===== src/dss_pkg.sv =====
package dss_pkg;

    // ------------------------------------------------------------------
    // Geometry
    // ------------------------------------------------------------------
    localparam int          NSETS   = 3;
    localparam int          NPARAM  = 4;
    localparam int          PARAM_W = 16;
    localparam int          SET_W   = 2;
    localparam logic [1:0]  SET_BAD = 2'h3;
    localparam logic [1:0]  SET_RST = 2'h0;
    // Command parameters 0 to 2 frozen while running
    localparam logic [3:0]  CMD_RUN_LOCK = 4'h7;

    // ------------------------------------------------------------------
    // Timing
    // ------------------------------------------------------------------
    localparam int CLK_HZ        = 10_000_000;
    localparam int DRV_SWITCH_MS = 50;
    localparam int DRV_SWITCH_CYC = DRV_SWITCH_MS * (CLK_HZ / 1000);
    localparam int TMR_W         = 20;

    // ------------------------------------------------------------------
    // Register map (byte addresses)
    // ------------------------------------------------------------------
    localparam logic [7:0] A_CMD_SRC   = 8'h00;
    localparam logic [7:0] A_CMD_DST   = 8'h04;
    localparam logic [7:0] A_CMD_START = 8'h08;
    localparam logic [7:0] A_DRV_SRC   = 8'h0C;
    localparam logic [7:0] A_DRV_DST   = 8'h10;
    localparam logic [7:0] A_DRV_START = 8'h14;
    localparam logic [7:0] A_STATUS    = 8'h18;
    localparam logic [7:0] A_SEL_A     = 8'h1C;
    localparam logic [7:0] A_SEL_B     = 8'h20;
    // Parameter windows: addr[7:6] region, [5:4] set, [3:2] param
    localparam logic [1:0] RG_CMD_MEM  = 2'h1;
    localparam logic [1:0] RG_DRV_MEM  = 2'h2;

    // ------------------------------------------------------------------
    // Field positions
    // ------------------------------------------------------------------
    localparam int SEL_CMD_BIT    = 15;
    localparam int SEL_DRV_B0     = 4;
    localparam int SEL_DRV_B1     = 5;
    localparam int ST_CMD_LSB     = 0;
    localparam int ST_DRV_SEL_LSB = 8;
    localparam int ST_DRV_ACT_LSB = 16;
    localparam int ST_CMD_BUSY    = 24;
    localparam int ST_DRV_BUSY    = 25;
    localparam int ST_SWITCHING   = 26;

    // ------------------------------------------------------------------
    // Copy engine states
    // ------------------------------------------------------------------
    typedef enum logic [2:0] {
        CP_IDLE = 3'h1,
        CP_RUN  = 3'h2,
        CP_DONE = 3'h4
    } dss_cp_state_t;

endpackage : dss_pkg


===== src/dss_copy_if.sv =====
`timescale 1ns/1ps
interface dss_copy_if;
    logic       start;
    logic [1:0] src;
    logic [1:0] dst;
    logic [1:0] idx;
    logic       we;
    logic       done;
    logic       busy;

    modport engine (input start, src, dst, output idx, we, done, busy);
    modport host   (output start, src, dst, input idx, we, done, busy);
endinterface : dss_copy_if


===== src/dss_copy_engine.sv =====
`timescale 1ns/1ps
module dss_copy_engine
    import dss_pkg::*;
(
    // Clock and reset
    input wire logic   clk,
    input wire logic   rst,
    // Copy request and memory strobe
    dss_copy_if.engine cp
);

    typedef struct packed {
        dss_cp_state_t    state;
        logic [SET_W-1:0] idx;
    } dss_eng_t;

    dss_eng_t q;
    dss_eng_t d;
    logic     bad;

    assign bad     = (cp.src == SET_BAD) || (cp.dst == SET_BAD);
    assign cp.idx  = q.idx;
    assign cp.busy = (q.state != CP_IDLE);

    // ------------------------------------------------------------------
    // Walk every parameter once
    // ------------------------------------------------------------------
    always_comb begin
        d       = q;
        cp.we   = 1'b0;
        cp.done = 1'b0;
        case (q.state)
            CP_IDLE: begin
                if (cp.start) begin
                    if (bad) begin
                        d.state = CP_DONE;
                    end else begin
                        d.state = CP_RUN;
                        d.idx   = '0;
                    end
                end
            end
            CP_RUN: begin
                cp.we = 1'b1;
                if (q.idx == SET_W'(NPARAM - 1)) begin
                    d.state = CP_DONE;
                end else begin
                    d.idx = q.idx + 2'h1;
                end
            end
            CP_DONE: begin
                cp.done = 1'b1;
                d.state = CP_IDLE;
            end
            default: begin
                d.state = CP_IDLE;
            end
        endcase
    end

    always_ff @(posedge clk or posedge rst) begin
        if (rst) begin
            q <= '{state: CP_IDLE, idx: '0};
        end else begin
            q <= d;
        end
    end
endmodule : dss_copy_engine


===== src/dss_data_set_select.sv =====
`timescale 1ns/1ps
// Summary of operation
// - Switchover applies new values; three locked parameters hold while running.
// - Writing 1 starts command copy; hardware clears it when finished.
// - Command set picked from two inputs; active number readable.
// - Command set changes in both Ready and Run.
// - Status bit 15 pair decodes to command set 0, 1 or 2.
// - Writing 1 starts drive copy; hardware clears it when finished.
// - Drive set changes only in Ready, after about 50 ms.
// - Drive set decoded from bits 5 and 4; selected and active shown.
// - Each parameter holds three values; active set's value is used.
// - Exactly three command sets and three drive sets, numbered 0 to 2.
module dss_data_set_select
    import dss_pkg::*;
#(
    parameter int DRV_SWITCH_CYCLES = DRV_SWITCH_CYC
) (
    // Clock and reset
    input  wire logic                      clk,
    input  wire logic                      rst,
    // Avalon-MM slave
    input  wire logic [7:0]                address,
    input  wire logic                      read,
    input  wire logic                      write,
    input  wire logic [31:0]               writedata,
    output      logic [31:0]               readdata,
    output      logic                      waitrequest,
    // Selection pins, asynchronous
    input  wire logic                      command_select_bit0_src,
    input  wire logic                      command_select_bit1_src,
    input  wire logic                      drive_select_bit0_src,
    input  wire logic                      drive_select_bit1_src,
    // Drive state, same clock
    input  wire logic                      drive_ready,
    input  wire logic                      drive_run,
    // Applied parameters and set status
    output      logic [NPARAM*PARAM_W-1:0] cmd_param_out,
    output      logic [NPARAM*PARAM_W-1:0] drv_param_out,
    output      logic [SET_W-1:0]          active_command_set,
    output      logic [SET_W-1:0]          active_drive_set,
    output      logic                      drive_switching
);

    typedef logic [NSETS-1:0][NPARAM-1:0][PARAM_W-1:0] dss_mem_t;
    typedef logic [NPARAM-1:0][PARAM_W-1:0]             dss_vec_t;

    typedef struct packed {
        logic [3:0]       sync1;
        logic [3:0]       sync2;
        logic             ack;
        logic [31:0]      rdata;
        logic [SET_W-1:0] cmd_src;
        logic [SET_W-1:0] cmd_dst;
        logic [SET_W-1:0] drv_src;
        logic [SET_W-1:0] drv_dst;
        logic             cmd_start;
        logic             drv_start;
        logic [SET_W-1:0] cmd_act;
        logic [SET_W-1:0] drv_act;
        logic [SET_W-1:0] drv_tgt;
        logic [TMR_W-1:0] tmr;
        dss_mem_t         cmd_mem;
        dss_mem_t         drv_mem;
        dss_vec_t         cmd_out;
        dss_vec_t         drv_out;
    } dss_state_t;

    dss_state_t       q;
    dss_state_t       d;
    dss_copy_if       cmd_cp ();
    dss_copy_if       drv_cp ();
    logic             req;
    logic             stall;
    logic             mem_ok;
    logic             pend;
    logic [SET_W-1:0] cmd_sel;
    logic [SET_W-1:0] drv_sel;
    logic [31:0]      rd;

    // ------------------------------------------------------------------
    // Copy engines
    // ------------------------------------------------------------------
    assign cmd_cp.start = q.cmd_start;
    assign cmd_cp.src   = q.cmd_src;
    assign cmd_cp.dst   = q.cmd_dst;
    assign drv_cp.start = q.drv_start;
    assign drv_cp.src   = q.drv_src;
    assign drv_cp.dst   = q.drv_dst;

    dss_copy_engine u_cmd_copy (.clk(clk), .rst(rst), .cp(cmd_cp.engine));
    dss_copy_engine u_drv_copy (.clk(clk), .rst(rst), .cp(drv_cp.engine));

    // ------------------------------------------------------------------
    // Decode and bus handshake
    // ------------------------------------------------------------------
    // command and drive decode
    assign cmd_sel = q.sync2[1] ? 2'h2 : (q.sync2[0] ? 2'h1 : 2'h0);
    assign drv_sel = q.sync2[3] ? 2'h2 : (q.sync2[2] ? 2'h1 : 2'h0);

    assign req    = read || write;
    assign mem_ok = (address[5:4] != SET_BAD);
    // Parameter writes wait out a running copy of the same kind
    assign stall  = write && mem_ok &&
                    ((address[7:6] == RG_CMD_MEM && cmd_cp.busy) ||
                     (address[7:6] == RG_DRV_MEM && drv_cp.busy));
    assign waitrequest = req && !q.ack;
    assign pend        = (drv_sel != q.drv_act);

    always_comb begin
        rd = '0;
        if (address == A_CMD_SRC) begin
            rd[SET_W-1:0] = q.cmd_src;
        end else if (address == A_CMD_DST) begin
            rd[SET_W-1:0] = q.cmd_dst;
        end else if (address == A_CMD_START) begin
            rd[0] = q.cmd_start;
        end else if (address == A_DRV_SRC) begin
            rd[SET_W-1:0] = q.drv_src;
        end else if (address == A_DRV_DST) begin
            rd[SET_W-1:0] = q.drv_dst;
        end else if (address == A_DRV_START) begin
            rd[0] = q.drv_start;
        end else if (address == A_STATUS) begin
            rd[ST_CMD_LSB +: SET_W]     = q.cmd_act;
            rd[ST_DRV_SEL_LSB +: SET_W] = drv_sel;
            rd[ST_DRV_ACT_LSB +: SET_W] = q.drv_act;
            rd[ST_CMD_BUSY]             = cmd_cp.busy;
            rd[ST_DRV_BUSY]             = drv_cp.busy;
            rd[ST_SWITCHING]            = pend;
        end else if (address == A_SEL_A) begin
            rd[SEL_CMD_BIT] = q.sync2[0];
        end else if (address == A_SEL_B) begin
            rd[SEL_CMD_BIT] = q.sync2[1];
            rd[SEL_DRV_B0]  = q.sync2[2];
            rd[SEL_DRV_B1]  = q.sync2[3];
        end else if (address[7:6] == RG_CMD_MEM && mem_ok) begin
            rd[PARAM_W-1:0] = q.cmd_mem[address[5:4]][address[3:2]];
        end else if (address[7:6] == RG_DRV_MEM && mem_ok) begin
            rd[PARAM_W-1:0] = q.drv_mem[address[5:4]][address[3:2]];
        end
    end

    // ------------------------------------------------------------------
    // Next state
    // ------------------------------------------------------------------
    always_comb begin
        d       = q;
        d.sync1 = {drive_select_bit1_src, drive_select_bit0_src,
                   command_select_bit1_src, command_select_bit0_src};
        d.sync2 = q.sync1;
        d.ack   = req && !q.ack && !stall;
        if (req && !q.ack) begin
            d.rdata = rd;
        end
        if (cmd_cp.done) begin
            d.cmd_start = 1'b0;
        end
        if (drv_cp.done) begin
            d.drv_start = 1'b0;
        end
        if (write && q.ack) begin
            if (address == A_CMD_SRC && !cmd_cp.busy) begin
                d.cmd_src = writedata[SET_W-1:0];
            end else if (address == A_CMD_DST && !cmd_cp.busy) begin
                d.cmd_dst = writedata[SET_W-1:0];
            end else if (address == A_CMD_START && writedata[0]) begin
                d.cmd_start = 1'b1;
            end else if (address == A_DRV_SRC && !drv_cp.busy) begin
                d.drv_src = writedata[SET_W-1:0];
            end else if (address == A_DRV_DST && !drv_cp.busy) begin
                d.drv_dst = writedata[SET_W-1:0];
            end else if (address == A_DRV_START && writedata[0]) begin
                d.drv_start = 1'b1;
            end else if (address[7:6] == RG_CMD_MEM && mem_ok) begin
                d.cmd_mem[address[5:4]][address[3:2]] =
                    writedata[PARAM_W-1:0];
            end else if (address[7:6] == RG_DRV_MEM && mem_ok) begin
                d.drv_mem[address[5:4]][address[3:2]] =
                    writedata[PARAM_W-1:0];
            end
        end
        if (cmd_cp.we) begin
            d.cmd_mem[q.cmd_dst][cmd_cp.idx] = q.cmd_mem[q.cmd_src][cmd_cp.idx];
        end
        if (drv_cp.we) begin
            d.drv_mem[q.drv_dst][drv_cp.idx] = q.drv_mem[q.drv_src][drv_cp.idx];
        end
        if (drive_ready || drive_run) begin
            d.cmd_act = cmd_sel;
        end
        d.tmr     = '0;
        d.drv_tgt = drv_sel;
        if (drive_ready && !drive_run && pend && drv_sel == q.drv_tgt) begin
            if (q.tmr == TMR_W'(DRV_SWITCH_CYCLES - 1)) begin
                d.drv_act = drv_sel;
            end else begin
                d.tmr = q.tmr + 1'b1;
            end
        end
        for (int p = 0; p < NPARAM; p++) begin
            d.drv_out[p] = q.drv_mem[q.drv_act][p];
            if (!(drive_run && CMD_RUN_LOCK[p])) begin
                d.cmd_out[p] = q.cmd_mem[q.cmd_act][p];
            end
        end
    end

    always_ff @(posedge clk or posedge rst) begin
        if (rst) begin
            q         <= '0;
            q.cmd_act <= SET_RST;
            q.drv_act <= SET_RST;
            q.drv_tgt <= SET_RST;
        end else begin
            q <= d;
        end
    end

    // ------------------------------------------------------------------
    // Outputs
    // ------------------------------------------------------------------
    assign readdata           = q.rdata;
    assign cmd_param_out      = q.cmd_out;
    assign drv_param_out      = q.drv_out;
    assign active_command_set = q.cmd_act;
    assign active_drive_set   = q.drv_act;
    assign drive_switching    = pend;
endmodule : dss_data_set_select


===== config.mk =====
export PLATFORM = sky130hd
export DESIGN_NAME = dss_data_set_select
export DESIGN_NICKNAME = d
export VERILOG_FILES = /design/src/dss_pkg.sv /design/src/dss_copy_if.sv /design/src/dss_copy_engine.sv /design/src/dss_data_set_select.sv
export SDC_FILE = /design/constraint.sdc
export NUM_CORES = 2
export LEC_CHECK = 0
export BUFFER_PORTS_ARGS = -buffer_cell sky130_fd_sc_hd__buf_4
export CORE_MARGIN = 2
export CORE_UTILIZATION = 40
export CTS_BUF_LIST = sky130_fd_sc_hd__clkbuf_4 sky130_fd_sc_hd__clkbuf_8
export DETAILED_ROUTE_END_ITERATION = 10
export SYNTH_ARGS = -nofsm -noshare
export SYNTH_HDL_FRONTEND = slang
export SYNTH_HIERARCHICAL = 1
export SYNTH_SLANG_ARGS = --single-unit

===== constraint.sdc =====
create_clock -name clk -period 30.7 [get_ports clk]
set_input_delay 7.675 -clock clk [delete_from_list [all_inputs] [get_ports clk]]
set_output_delay 7.675 -clock clk [all_outputs]
set_load 0.005 [all_outputs]

======== Word-level counts from Yosys, hierarchy flattened ========
Index checks and enable logic that the tools add are counted.
word-level totals
  input bits .............................. 50
  output and inout bits ................... 166
  memories kept ........................... 0
  logic and storage cells ................. 291
  latch bits .............................. 0
  bits in read-only memories .............. 0
  bits in writable memories ............... 0
  flip-flop bits (word level) ............. 588
operators by class
  muxes and demuxes ....................... 136
  bitwise logic cells ..................... 4
  equal/unequal tests ..................... 36
  divide/modulo/power cells ............... 0
  shift operators ......................... 0
  multiply operators ...................... 0
  reduce and logical (&&, ||, !) cells .... 46
  add/sub/neg operators ................... 3
  $lt $le $gt $ge ......................... 16
operators with widths
  operator                                                                 count
  384-bit two-way mux                                                      7
  192-bit two-way mux                                                      5
  64-bit binary-select mux with 2-bit select                               6
  192-bit bitwise mux                                                      4
  64-bit two-way mux                                                       9
  64-bit demux with 2-bit select                                           3
  16-bit two-way mux                                                       22
  16-bit binary-select mux with 2-bit select                               4
  15-bit two-way mux                                                       8
  16-bit demux with 2-bit select                                           3
  2-bit two-way mux                                                        23
  20-bit two-way mux                                                       2
  17-bit two-way mux                                                       2
  3-bit two-way mux                                                        11
  8-bit by 5-bit equality test with 1-bit output, second input constant    4
  2-bit by 3-bit < comparator with 1-bit output, second input constant     10
  1-bit logical AND                                                        24
  20-bit by 1-bit adder with 20-bit output, second input constant          1
  20-bit by 19-bit equality test with 1-bit output, second input constant  1
  1-bit two-way mux                                                        17
  8-bit by 4-bit equality test with 1-bit output, second input constant    2
  2-bit equality test, second input constant                               7
  2-bit inequality test, second input constant                             7
  2-bit by 1-bit >= comparator with 1-bit output, second input constant    6
  other kinds (27)                                                         53

======== Longest topological paths before layout ========
  word-level depth ........................ 37
  mapped depth ............................ 10
  gate-level depth less buffers ........... 6

======== By module ========
Netlist, hierarchy kept.
by module, submodules not included
  module               cells an instance  area each (um^2)  times used  sequential area each (um^2)
  dss_data_set_select  3564               35337.6           1           14463.9
  dss_copy_engine      26                 295.3             2           126.4

======== Worst setup path before layout ========
OpenSTA, ideal clock, no wires.
  path kind ............................... input-to-output
  start ................................... input port write
  end ..................................... output port waitrequest
  path slack .............................. 14640 ps
  path buffers ............................ 1
  required time ........................... 23025 ps
  cell stages on the path ................. 3
  data arrival time ....................... 8385 ps
  cells stage by stage .................... clkbuf_2 > o21bai_1 > clkinv_1
between the ends
  word-level cells in the longest chain between the ends .. 2
ends and longest elaborated chain
  what               line                        RTL
  start, declared    dss_data_set_select.sv:24   input wire logic write,
  1-bit logical OR   dss_data_set_select.sv:100  assign req = read || write;
  1-bit logical AND  dss_data_set_select.sv:106  assign waitrequest = req && !q.ack;
  end, declared      dss_data_set_select.sv:27   output logic waitrequest,
Every way passes these cells.

======== Final worst setup path ========
Same ends and word-level chain as after synthesis.

==> impl_results.md <==
- Initial Utilization: 0.405
- Setup TNS: 0 ns
- Max-slew headroom: 0.230
- Vias: 28,387
- # setup viols final: 0
- Post-DP HPWL: 75,000 um
- Clock latency on the worst-skew pair: 0.80 ns
- Total track usage: 0.270
- Seq/Total Area, Yosys: 0.410
- Max-cap violations: 0
- Layout cells sized above 1: 0.189
- Core area: 88,600 um^2
- Final Wtd Congestion: 0.869
- DR WL/cell: around 27 um
- Total power: approximately 2.1 mW
- Core Util, Final: 0.439
- Worst Tran Pin Value: 1.15 ns
- Largest net degree at the start of global routing: 173
- Die area: 92,200 um^2
- CP Data Required Time: 23.03 ns
- Tightest Hold Check Type: reg2reg
- Synth warn: 6
- Status: complete, no violations
- Io pins: 216
- Met3 WL post-DR: 12,300 um
- Gate Count Post-Synth: about 3,600
- Root Buffer: clkbuf_8
- Max rail drop VDD: 0.0000295 V
- Total grt overflow: 0
- DRT antenna net count: 0
- Routed Wire Length: between 100,000 and 150,000 um
- DRT iter0 DRCs: 3,253
- Final Hold Fails: 0
- Ys async rst share: 1.00
- Pre-antenna DRT Iters: 6
- Register bit total from synthesis: a little under 600
- # DRC: 0
- Crit path time final: 16.65 ns
- Setup crit end kind: primary output
- Fmax: 60.0 MHz
- Port Buf Inserts: 188
- Vias in the first global route: 27,288
- Most frequent cells in the layout: 624 x mux2i_1, 578 x dfrtp_1, 525 x nand2_1
- Final instance area: around 39,000 um^2
- Commonest non-fill, non-tap cell in the layout: mux2i_1
- CP arrival: 8.98 ns
- DR vias/cell: 6.00
- Nets: 3,529
- Max FO, Critical Path: 24
- Layout area overhead: 8.30%
- Synthesized cell area: 35,900 um^2
- Period utilisation layout: 0.542
- Global-route wire length before repair: 187,000 um
- Clock transition at path regs: 0.06 ns
- Die Span Y: 304 um
- Row count: 109
- Non-filler cells, final: roughly 4,700
- Hold WS: 0.326 ns
- Num CTS Buffers: 105
- Top layer in use: met5
- CTS sink cnt: 588
- Die W: around 300 um
- Cts hold-fix bufs: 0
- RSZ-0062 raised after global routing: no
- Met2 wire length: 55,700 um
- Initial antenna violation count: 5
- Pre-CTS WS: 14.12 ns
- Setup Fix Bufs, Post-CTS: 0
- Pwr/cell area: about 55 nW/um^2
- Leak pwr: approximately 15 nW
- Final setup margin: around 14 ns
- Post-synth EDFFs: 0
- Clock Skews: 0.0573 ns
- Mean area per synthesized cell: 9.94 um^2
- Post-Place Cell Area: 36,600 um^2
- Synth unique cells: 86
- DP Cell Count: around 4,500
- WS Path Type: in2out
- Fillers: 8,553
- CP startpoint kind: input port
- # resized after CTS: 0
- Routed met1 length: 52,800 um
- H-tree Lvls: 3
- CTS Buffer Depth: 3
- Top_reg_cell synth: dfrtp_1
- CTS tree: done
- Slew Limit Fails: 0
where the power goes:
part / total, mW / switching [mW] / internal [mW]
registers: 0.919 / 0.0811 / 0.838
clock network: 0.822 / 0.361 / 0.461
logic: 0.397 / 0.226 / 0.170
state kept, by name (all words and copies together), names as in the netlist:
register,count
q,411
cmd_param_out,64
drv_param_out,64
readdata,21
d,4
u_cmd_copy/q,3
u_drv_copy/q,3
active_command_set,2
active_drive_set,2
cmd_cp.dst,2
cmd_cp.src,2
drv_cp.dst,2
drv_cp.src,2
u_cmd_copy/cp.idx,2
u_drv_copy/cp.idx,2
cmd_cp.start,1
drv_cp.start,1
worst paths after layout:
check	start	to	slack, ns	cells after the start
min reg2reg	d[584]	q[584]	0.33	0
max reg2reg	active_command_set[0]	cmd_param_out[4]	27.46	5
max in group asynchronous	rst	q[347]	20.54	5
min	d[584]	q[584]	0.33	0
max	write	waitrequest	14.05	5
min in group asynchronous	rst	u_cmd_copy/q[4]	6.86	2
cell usage after synthesis (8+ instances only):
master	count	area, um^2
o21ai_1	53	265
a22o_1	9	78.8
mux4_2	117	2640
nor4_1	8	50.1
o21ai_0	442	2210
mux2i_1	624	6250
o22ai_1	40	250
and3_1	8	50.1
a211oi_1	53	398
buf_6	25	282
a21oi_1	88	440
nand3_2	9	90.1
nor3_1	17	85.1
nor2b_1	9	56.3
buf_2	106	531
a22oi_1	26	195
xnor2_1	12	105
nand3_1	19	95.1
xor2_1	9	78.8
inv_1	95	357
dfrtp_1	586	14700
nand2b_1	23	144
clkbuf_1	155	582
a31oi_1	9	56.3
buf_4	186	1400
o211ai_1	10	75.1
mux2_2	50	563
nand2_1	525	1970
o2bb2ai_1	16	140
nor2_1	130	488
buf_1	17	63.8
cell type report:
type | count | area, um^2 | area share
repair buffers | 235 | 1790 | 0.0461
inverters | 96 | 368 | 0.00945
flip-flops and latches | 588 | 14700 | 0.379
diodes | 4 | 10.0 | 0.000257
well taps | 1165 | 1460 | 0.0375
multi-input cells | 2450 | 18200 | 0.468
clock buffers | 159 | 2010 | 0.0516
clock inverters | 31 | 328 | 0.00842
critical path, cell delays in order:
cell      delay (ns)
buf_4           0.16
o21bai_2        0.13
buf_4           0.33
clkinv_1        0.39
buf_4           0.28
kinds of logic after synthesis:
| family | count (synthesis) | synth area share |
|---|---|---|
| flip-flops | 588 | 0.410 |
| XOR/XNOR | 21 | 0.00512 |
| buffers and inverters | 588 | 0.0907 |
| multiplexers | 791 | 0.263 |
| adder cells (fa/ha/maj) | 3 | 0.00104 |
| other | 1 | 0.000104 |
| AND/OR/NAND/NOR | 814 | 0.100 |
| AO/OA/AOI/OAI | 810 | 0.130 |
per-layer routing:
metal / GRT usage / up-vias
met2: 0.400 / 1493
met1: 0.367 / 14158
met3: 0.0650 / 333
met5: 0 / -
met4: 0.137 / 2
li1: - / 12401
(Power assumes the default switching activity.)
